[src/hw/cfg_pins_consts.svh]
// Constants for the configuration port pin control block.
`ifndef CFG_PINS_CONSTS_SVH
`define CFG_PINS_CONSTS_SVH

// ----------------------------------------------------------------------------
// Mode select codes and strap values
// ----------------------------------------------------------------------------
`define MODE_SERIAL_FLASH    3'h1
`define MODE_PAR_FLASH_UP    3'h2
`define MODE_PAR_FLASH_DOWN  3'h3
`define MODE_SLAVE_PARALLEL  3'h6
`define FVS_READ_CMD_STRAP   3'h1

// ----------------------------------------------------------------------------
// Pin field positions and widths
// ----------------------------------------------------------------------------
`define BUS_W                32
`define DATA_PIN_W           16
`define ADDR_PIN_W           26
`define ADDR_LOW_W           16
`define RCMD_W               8
`define FVS_W                3
`define REV_W                2
`define REV_FORCED           2'h0
`define ADDR_ALL_ON          26'h3ffffff
`define ADDR_LOW_ON          26'h000ffff
`define ADDR_ALL_OFF         26'h0000000

`endif

[src/hw/cfg_pins_pkg.sv]
// Types shared by the configuration port pin control block.
package cfg_pins_pkg;
`include "cfg_pins_consts.svh"

  typedef enum logic [2:0] {
    MODE_SERIAL_FLASH   = `MODE_SERIAL_FLASH,
    MODE_PAR_FLASH_UP   = `MODE_PAR_FLASH_UP,
    MODE_PAR_FLASH_DOWN = `MODE_PAR_FLASH_DOWN,
    MODE_SLAVE_PARALLEL = `MODE_SLAVE_PARALLEL
  } config_mode_t;

  typedef enum logic [0:0] {
    ST_WAIT_INIT = 1'b0,
    ST_ACTIVE    = 1'b1
  } ctl_state_t;

  typedef struct packed {
    logic flash_select_n;
    logic flash_output_enable_n;
    logic flash_write_enable_n;
    logic downstream_select_n;
  } flash_pins_t;

  typedef struct packed {
    logic                select;
    logic                read;
    logic                write;
    logic                serial_data;
    logic                downstream_select;
    logic [`ADDR_PIN_W-1:0] addr;
  } flash_req_t;
endpackage

[src/hw/word_buffer2.sv]
// Two-entry buffer with valid and ready on both sides.
`timescale 1ns/100ps
module word_buffer2
  import cfg_pins_pkg::*;
#(
  parameter int WIDTH = 32
)(
  // Clock, reset and enable
  input  wire logic             clk_i,
  input  wire logic             rst_i,
  input  wire logic             ce_i,
  // Filling side
  input  wire logic             in_valid_i,
  input  wire logic [WIDTH-1:0] in_data_i,
  output logic                  in_ready_o,
  // Draining side
  output logic                  out_valid_o,
  output logic [WIDTH-1:0]      out_data_o,
  input  wire logic             out_ready_i
);
  if (WIDTH < 1) begin : g_chk
    $error("word_buffer2 needs WIDTH of at least one");
  end

  typedef struct packed {
    logic [1:0][WIDTH-1:0] mem;
    logic                  wptr;
    logic                  rptr;
    logic [1:0]            count;
  } buf_state_t;

  buf_state_t s_q;
  buf_state_t s_d;
  logic       push;
  logic       pop;

  always_comb
  begin
    s_d  = s_q;
    push = in_valid_i && (s_q.count != 2'h2);
    pop  = out_ready_i && (s_q.count != 2'h0);
    if (push)
    begin
      s_d.mem[s_q.wptr] = in_data_i;
      s_d.wptr          = ~s_q.wptr;
    end
    if (pop)
    begin
      s_d.rptr = ~s_q.rptr;
    end
    if (push && !pop)
    begin
      s_d.count = s_q.count + 2'h1;
    end
    else if (pop && !push)
    begin
      s_d.count = s_q.count - 2'h1;
    end
  end

  always_ff @(posedge clk_i or posedge rst_i)
  begin
    if (rst_i)
    begin
      s_q <= '0;
    end
    else if (ce_i)
    begin
      s_q <= s_d;
    end
  end

  assign in_ready_o  = (s_q.count != 2'h2);
  assign out_valid_o = (s_q.count != 2'h0);
  assign out_data_o  = s_q.mem[s_q.rptr];
endmodule

[src/hw/config_port_pin_control.sv]
// Mode-dependent control of the shared configuration pins.
//
// Functional notes
// - Parallel data bus enabled while port select low, disabled while high.
// - Direction low means pins are write inputs; high means pins driven for reads.
// - Direction change while selected raises the abort condition.
// - Program reset leaves the boundary-scan state machine untouched.
// - Error or watchdog forces both revision selects to zero, except slave parallel.
// - Variant select 001 straps read command from low address pins at init rise.
// - Serial-flash mode reads variant select from the three lowest data pins.
// - Slave parallel uses low sixteen address pins as data bits 31 to 16.
// - Parallel-flash mode drives the full 26-bit flash address.
// - One active-low flash select serves parallel and serial flash modes.
// - Parallel flash drives output and write enables; serial flash sends data.
// - Active-low downstream select drives the next chained device.
// - Low data pins are inputs in parallel flash, bidirectional in slave parallel.
// - Mode select inputs are sampled on the init status rising edge.
// - Program input acts as asynchronous reset of the whole block.
// - Slave parallel drives busy on the shared pin; serial modes drive serial out.
`timescale 1ns/100ps
`include "cfg_pins_consts.svh"
module config_port_pin_control
  import cfg_pins_pkg::*;
#(
  parameter int BUS_WIDTH = `BUS_W
)(
  // Clock, program reset and enable
  input  wire logic                    clk_i,
  input  wire logic                    rst_i,
  input  wire logic                    ce_i,
  // Strap and status inputs
  input  wire logic [2:0]              mode_i,
  input  wire logic                    init_status_i,
  input  wire logic                    config_error_i,
  input  wire logic                    watchdog_event_i,
  // Slave parallel port control
  input  wire logic                    port_select_n_i,
  input  wire logic                    port_direction_i,
  // Shared data and address pins
  input  wire logic [`DATA_PIN_W-1:0]  data_pin_i,
  output logic [`DATA_PIN_W-1:0]       data_pin_o,
  output logic                         data_pin_oe_o,
  input  wire logic [`ADDR_LOW_W-1:0]  addr_pin_i,
  output logic [`ADDR_PIN_W-1:0]       addr_pin_o,
  output logic [`ADDR_PIN_W-1:0]       addr_pin_oe_o,
  // Flash control and chain pins
  output flash_pins_t                  flash_pins_o,
  output logic [`REV_W-1:0]            revision_select_o,
  output logic                         revision_select_oe_o,
  output logic                         busy_serial_out_o,
  output logic                         abort_o,
  // Configuration engine side
  input  flash_req_t                   flash_req_i,
  input  wire logic                    flash_data_strobe_i,
  input  wire logic [`REV_W-1:0]       revision_i,
  input  wire logic                    serial_out_i,
  output config_mode_t                 mode_o,
  output logic                         active_o,
  output logic [`RCMD_W-1:0]           flash_read_command_strap_o,
  output logic [`FVS_W-1:0]            flash_variant_select_o,
  output logic                         wr_valid_o,
  output logic [BUS_WIDTH-1:0]         wr_data_o,
  input  wire logic                    wr_ready_i,
  input  wire logic                    rd_valid_i,
  input  wire logic [BUS_WIDTH-1:0]    rd_data_i,
  output logic                         rd_ready_o
);
  if (BUS_WIDTH != `BUS_W) begin : g_chk
    $error("config_port_pin_control serves only a 32-bit configuration bus");
  end

  typedef struct packed {
    ctl_state_t                st;
    config_mode_t              mode;
    logic [`RCMD_W-1:0]        rcmd;
    logic [`FVS_W-1:0]         fvs;
    logic                      init_prev;
    logic [1:0]                sel_sync;
    logic [1:0]                dir_sync;
    logic                      dir_prev;
    logic [`BUS_W-1:0]         bus_s1;
    logic [`BUS_W-1:0]         bus_s2;
    logic                      abort;
    logic                      rs_forced;
    logic [`REV_W-1:0]         rs;
    logic                      rs_oe;
    logic [`DATA_PIN_W-1:0]    d_out;
    logic                      d_oe;
    logic [`ADDR_PIN_W-1:0]    a_out;
    logic [`ADDR_PIN_W-1:0]    a_oe;
    flash_pins_t               flash;
    logic                      busy_serial;
    logic                      rd_ready;
  } ctl_reg_t;

  localparam ctl_reg_t RESET_VAL = '{
    st: ST_WAIT_INIT, mode: MODE_SERIAL_FLASH, flash: 4'hf,
    sel_sync: 2'h3, default: '0};

  ctl_reg_t          s_q;
  ctl_reg_t          s_d;
  logic              buf_in_valid;
  logic [`BUS_W-1:0] buf_in_data;
  logic              buf_in_ready;

  function automatic logic is_par_flash(input config_mode_t m);
    return (m == MODE_PAR_FLASH_UP) || (m == MODE_PAR_FLASH_DOWN);
  endfunction

  // --------------------------------------------------------------------------
  // Next state
  // --------------------------------------------------------------------------
  logic selected;
  logic dir_change;
  logic slave_on;
  logic pflash_on;
  logic sflash_on;

  always_comb
  begin
    s_d          = s_q;
    buf_in_valid = 1'b0;
    buf_in_data  = s_q.bus_s2;
    // The first stages are read only by the second stages.
    s_d.sel_sync = {s_q.sel_sync[0], port_select_n_i};
    s_d.dir_sync = {s_q.dir_sync[0], port_direction_i};
    s_d.bus_s1   = {addr_pin_i, data_pin_i};
    s_d.bus_s2   = s_q.bus_s1;
    s_d.dir_prev = s_q.dir_sync[1];
    s_d.init_prev = init_status_i;
    selected   = !s_q.sel_sync[1];
    dir_change = s_q.dir_sync[1] != s_q.dir_prev;
    slave_on   = (s_q.st == ST_ACTIVE) && (s_q.mode == MODE_SLAVE_PARALLEL);
    pflash_on  = (s_q.st == ST_ACTIVE) && is_par_flash(s_q.mode);
    sflash_on  = (s_q.st == ST_ACTIVE) && (s_q.mode == MODE_SERIAL_FLASH);
    case (s_q.st)
      ST_WAIT_INIT:
      begin
        if (init_status_i && !s_q.init_prev)
        begin
          s_d.mode = config_mode_t'(mode_i);
          s_d.st   = ST_ACTIVE;
          if (mode_i == `MODE_SERIAL_FLASH)
          begin
            s_d.fvs = data_pin_i[`FVS_W-1:0];
            if (data_pin_i[`FVS_W-1:0] == `FVS_READ_CMD_STRAP)
            begin
              s_d.rcmd = addr_pin_i[`RCMD_W-1:0];
            end
          end
        end
      end
      ST_ACTIVE:
      begin
        s_d.st = ST_ACTIVE;
      end
      default:
      begin
        s_d.st = ST_WAIT_INIT;
      end
    endcase
    // Abort holds until the port is deselected.
    if (!selected)
    begin
      s_d.abort = 1'b0;
    end
    else if (slave_on && dir_change)
    begin
      s_d.abort = 1'b1;
    end
    // Write words from the port, or read data from parallel flash, enter the buffer.
    if (slave_on && selected && !s_q.dir_sync[1] && !dir_change && !s_q.abort)
    begin
      buf_in_valid = 1'b1;
    end
    else if (pflash_on && flash_data_strobe_i)
    begin
      buf_in_valid = 1'b1;
      buf_in_data  = {{(`BUS_W-`DATA_PIN_W){1'b0}}, data_pin_i};
    end
    // Read words are driven onto both pin groups.
    s_d.rd_ready = slave_on && selected && s_q.dir_sync[1] && !s_q.abort && !dir_change;
    if (rd_valid_i && s_q.rd_ready)
    begin
      s_d.d_out = rd_data_i[`DATA_PIN_W-1:0];
      s_d.a_out = {{(`ADDR_PIN_W-`ADDR_LOW_W){1'b0}}, rd_data_i[`BUS_W-1:`DATA_PIN_W]};
    end
    s_d.d_oe = slave_on && selected && s_q.dir_sync[1] && !s_q.abort;
    s_d.a_oe = `ADDR_ALL_OFF;
    s_d.flash = 4'hf;
    s_d.busy_serial = serial_out_i;
    if (slave_on)
    begin
      s_d.a_oe = s_d.d_oe ? `ADDR_LOW_ON : `ADDR_ALL_OFF;
      s_d.busy_serial = !buf_in_ready;
      s_d.flash.downstream_select_n = !flash_req_i.downstream_select;
    end
    else if (pflash_on)
    begin
      s_d.a_out = flash_req_i.addr;
      s_d.a_oe  = `ADDR_ALL_ON;
      s_d.flash.flash_select_n        = !flash_req_i.select;
      s_d.flash.flash_output_enable_n = !flash_req_i.read;
      s_d.flash.flash_write_enable_n  = !flash_req_i.write;
      s_d.flash.downstream_select_n   = !flash_req_i.downstream_select;
    end
    else if (sflash_on)
    begin
      s_d.flash.flash_select_n        = !flash_req_i.select;
      s_d.flash.flash_output_enable_n = flash_req_i.serial_data;
    end
    // Error and watchdog events outside slave parallel mode pull both revision selects low and keep them there.
    if ((s_q.st == ST_ACTIVE) && (s_q.mode != MODE_SLAVE_PARALLEL)
        && (config_error_i || watchdog_event_i))
    begin
      s_d.rs_forced = 1'b1;
    end
    s_d.rs    = s_d.rs_forced ? `REV_FORCED : revision_i;
    s_d.rs_oe = s_d.rs_forced || pflash_on;
  end

  // Program reset clears only this block; no boundary-scan state lives here.
  always_ff @(posedge clk_i or posedge rst_i)
  begin
    if (rst_i)
    begin
      s_q <= RESET_VAL;
    end
    else if (ce_i)
    begin
      s_q <= s_d;
    end
  end

  word_buffer2 #(.WIDTH(`BUS_W)) u_buf (
    .clk_i      (clk_i),
    .rst_i      (rst_i),
    .ce_i       (ce_i),
    .in_valid_i (buf_in_valid),
    .in_data_i  (buf_in_data),
    .in_ready_o (buf_in_ready),
    .out_valid_o(wr_valid_o),
    .out_data_o (wr_data_o),
    .out_ready_i(wr_ready_i)
  );

  assign data_pin_o                 = s_q.d_out;
  assign data_pin_oe_o              = s_q.d_oe;
  assign addr_pin_o                 = s_q.a_out;
  assign addr_pin_oe_o              = s_q.a_oe;
  assign flash_pins_o               = s_q.flash;
  assign revision_select_o          = s_q.rs;
  assign revision_select_oe_o       = s_q.rs_oe;
  assign busy_serial_out_o          = s_q.busy_serial;
  assign abort_o                    = s_q.abort;
  assign mode_o                     = s_q.mode;
  assign active_o                   = (s_q.st == ST_ACTIVE);
  assign flash_read_command_strap_o = s_q.rcmd;
  assign flash_variant_select_o     = s_q.fvs;
  assign rd_ready_o                 = s_q.rd_ready;
endmodule

[config.mk]
export PLATFORM = sky130hd
export DESIGN_NAME = config_port_pin_control
export DESIGN_NICKNAME = d
export VERILOG_FILES = /design/src/hw/cfg_pins_pkg.sv /design/src/hw/word_buffer2.sv /design/src/hw/config_port_pin_control.sv
export VERILOG_INCLUDE_DIRS = /design/src /design/src/hw
export SDC_FILE = /design/constraint.sdc
export NUM_CORES = 1
export LEC_CHECK = 0
export BUFFER_PORTS_ARGS = -buffer_cell sky130_fd_sc_hd__buf_2
export CELL_PAD_IN_SITES_DETAIL_PLACEMENT = 1
export CELL_PAD_IN_SITES_GLOBAL_PLACEMENT = 1
export CORE_MARGIN = 2
export CORE_UTILIZATION = 30
export CTS_BUF_LIST = sky130_fd_sc_hd__clkbuf_4
export CTS_CLUSTER_SIZE = 20
export DETAILED_ROUTE_END_ITERATION = 8
export PLACE_DENSITY = 0.57
export SYNTH_ARGS = -nofsm -noshare
export SYNTH_HDL_FRONTEND = slang
export SYNTH_SLANG_ARGS = --single-unit
[constraint.sdc]
create_clock -name clk_i -period 20.5 [get_ports clk_i]
set_clock_uncertainty 0.15 [all_clocks]
set_input_delay 2.05 -clock clk_i [delete_from_list [all_inputs] [get_ports clk_i]]
set_output_delay 2.05 -clock clk_i [all_outputs]
set_load 0.005 [all_outputs]
==> metrics.yaml <==
status:
  status: "completed"
floorplanning:
  coreArea_um2: 31390
  die_w_um: 182.3
  die_h_um: 182.3
  initial_core_util_pct: 30.38
  die_area_um2: 33240
  num_rows: 65
  io_pins: 239
timing:
  slew_headroom_pct: 36.97
  rsz0062_at_grt: "false"
  worst_slew_pin_slew_ps: 942.6
  setup_violations: 0
  max_freq_mhz: 225.6
  report.final.hold_viol_count: 0
  post-route-min-period_ps: 4433
  slew_violations: 0
  setup_tns_ps: 0
  min_period_over_period_pct: 21.62
final_layout:
  layout_commonest_cell: "buf_2"
  syn_to_final_growth_pct: 17.04
  multiInputGateArea_um2: 3426
  utilization_pct: 35.56
  layout.nets: 1017
  fillers: 3461
  drive_above_1_share_pct: 59.43
  mostFrequentLayoutCells: "buf_2, dfrtp_1, mux2_2"
  seq_area_um2: 5240
worst_setup_path:
  cp_max_fo: 59
  rr_worst_depth: 4
  crit_top_cell: "buf_4"
  arrival_ps: 4800
  worstPathCellList: "buf_4, buf_4, nand2_1, or3b_2, buf_4, mux2_4"
  start_kind: "input port"
  critPathCaptureType: "flop"
  critPathSlowestCell: "buf_4"
  crit_required_ps: 20870
  worstSetupPathType: "input port to flop"
  critPathMaxStageDelay_ps: 660
route:
  via_per_inst: 4.523
  post_drt_wl_per_cell_um: 16.75
  drt-total-wl_mm: 22.57
  vias: 6093
  drtAntennaViolNets: 0
  route.detailed.drc: 0
  dr.first_iter.drc_count: 199
  dr.pass1.iters: 4
synth:
  synthTopCellsByArea: "dfrtp_1, mux2_2, buf_4"
  yosysTopAreaCell: "dfrtp_1"
  syn_nets: 832
  synth_area_um2: 9538
  yosysTopAreaCellShare_pct: 53.00
  synth_edf_count: 0
  synth_async_sr_flop_share_pct: 100.0
  ys_types: 42
  seq_area_frac_synth_pct: 54.93
  netlist_instances: 719
  synth.avg_cell_area_um2: 13.27
  yosys_warnings: 0
  synth-seq-cells: 209
  ys.flop_type: "dfrtp_1"
grt:
  antenna_found_initial: 3
  grt_pass1_wl_mm: 35.92
  grt_overflow: 0
  grt_pass1_vias: 6361
  grt_max_degree: 84
  grt.total_usage_pct: 13.64
pwr:
  pwr-share-clk_pct: 27.9
  power.static_leakage_uw: 0.005530
  power.density_nw_per_um2: 117.7
  p_switching_uw: 391.9
  p_int_uw: 922.2
  p_seq_share_pct: 45.4
  peakVddDrop_mv: 0.04076
  pwr-share-comb_pct: 26.7
  swShare_pct: 29.82
  finalPower_uw: 1314
worst_hold_path:
  hold_path_class: "flop to flop"
  hold_depth: 1
placed_design:
  gp_congestion: 0.7039
  io_buffer_count: 238
  dpl.hpwl_mm: 14.72
clock_tree:
  clkLatencyLatePin_ps: 660
  htree_num_levels: 2
  cts-resized-gates: 0
  cts_tree: "built"
  root_buffer: "clkbuf_4"
  cts_buffer_depth: 3
  clock-sinks: 209
  cts_setup_buffers: 0
  clk_pin_slew_ps: 60
  hold_buffers: 0
  cts_buffers: 61
flow_run:
  maxCapViolations: 0
==> flip-flops by register name, indices dropped and copies added, names as in the netlist <==
| register | count |
|---|---|
| abort_o | 1 |
| active_o | 1 |
| addr_pin_o | 26 |
| addr_pin_oe_o | 2 |
| busy_serial_out_o | 1 |
| data_pin_o | 16 |
| data_pin_oe_o | 1 |
| flash_pins_o | 4 |
| flash_read_command_strap_o | 8 |
| flash_variant_select_o | 3 |
| mode_o | 3 |
| rd_ready_o | 1 |
| revision_select_o | 2 |
| revision_select_oe_o | 1 |
| s_d | 35 |
| s_q | 36 |
| u_buf.s_q | 68 |
==> layer usage <==
metal | track usage [%] | vias up | part of all wire, %
li1 | - | 2816 | -
met1 | 17.33 | 2993 | 44
met2 | 22.17 | 238 | 47
met3 | 4.390 | 42 | 7.4
met4 | 4.194 | 4 | 1.8
met5 | 0 | - | 0.14
==> power by group through the flow <==
stage          sequential [µW]  clock [µW]  combinational [µW]
2_1_floorplan              569           0                 292
3_3_place_gp               603           0                 355
3_5_place_dp               605           0                 361
4_1_cts                    599         391                 362
5_1_grt                    616         414                 390
6_report                   596         367                 351
==> worst max-delay path, delay by kind of cell <==
kind | cells | cell delay (ps)
buf+inv | 3 | 1590
mux | 1 | 370
simple gates | 2 | 730
==> path summary, 6_finish.rpt <==
kind | slack (ps) | endpoint | startpoint
max | 16070 | u_buf.s_q[54] | ce_i
max in group asynchronous | 17540 | data_pin_o[14] | rst_i
min reg2reg | 300 | s_q[78] | s_q[78]
min in group asynchronous | 1310 | flash_variant_select_o[1] | rst_i
max reg2reg | 17670 | addr_pin_o[11] | active_o
min | 300 | s_q[78] | s_q[78]
==> synthesized netlist by cell type (4+ instances only) <==
master / instances
buf_4: 89
nand2_1: 33
dfrtp_1: 202
dfstp_2: 7
and2_1: 16
a31oi_1: 4
nor2_1: 27
mux2_4: 30
o22ai_1: 16
mux2_2: 180
nand3_1: 14
a21oi_1: 22
o21ai_0: 5
clkbuf_1: 27
==> through the flow <==
step	setup slack, ps	hold slack [ps]	cell area (µm²)	cells
6_report	16070	301.3	11160	1347
5_1_grt	15860	338.5	11160	1347
4_1_cts	15930	304.2	11160	1346
3_5_place_dp	15340	290.1	10450	1243
3_3_place_gp	15390	281.8	10450	1243
2_1_floorplan	12600	270.4	9538	719
==> layout make-up <==
| cell class | instances | share of cell area [%] |
|---|---|---|
| antenna | 1 | 0.02242 |
| timing repair buffer | 246 | 11.23 |
| clock inverter | 16 | 0.5604 |
| tap | 402 | 4.506 |
| clock buffer | 87 | 5.851 |
| multi-input combinational | 382 | 30.69 |
| sequential | 209 | 46.94 |
| inverter | 4 | 0.2017 |
==> kinds of logic after synthesis <==
family                     after synthesis  share of synthesized area [%]
AOI/OAI and AO/OA                       56                          3.503
xor gates and xnor gates                 5                         0.4592
adders and majority gates                1                         0.1312
buffers and inverters                  128                          9.222
DFF                                    209                          54.93
muxes                                  210                          25.97
and+or+nand+nor                        110                          5.785
(Power assumes the default switching activity.)
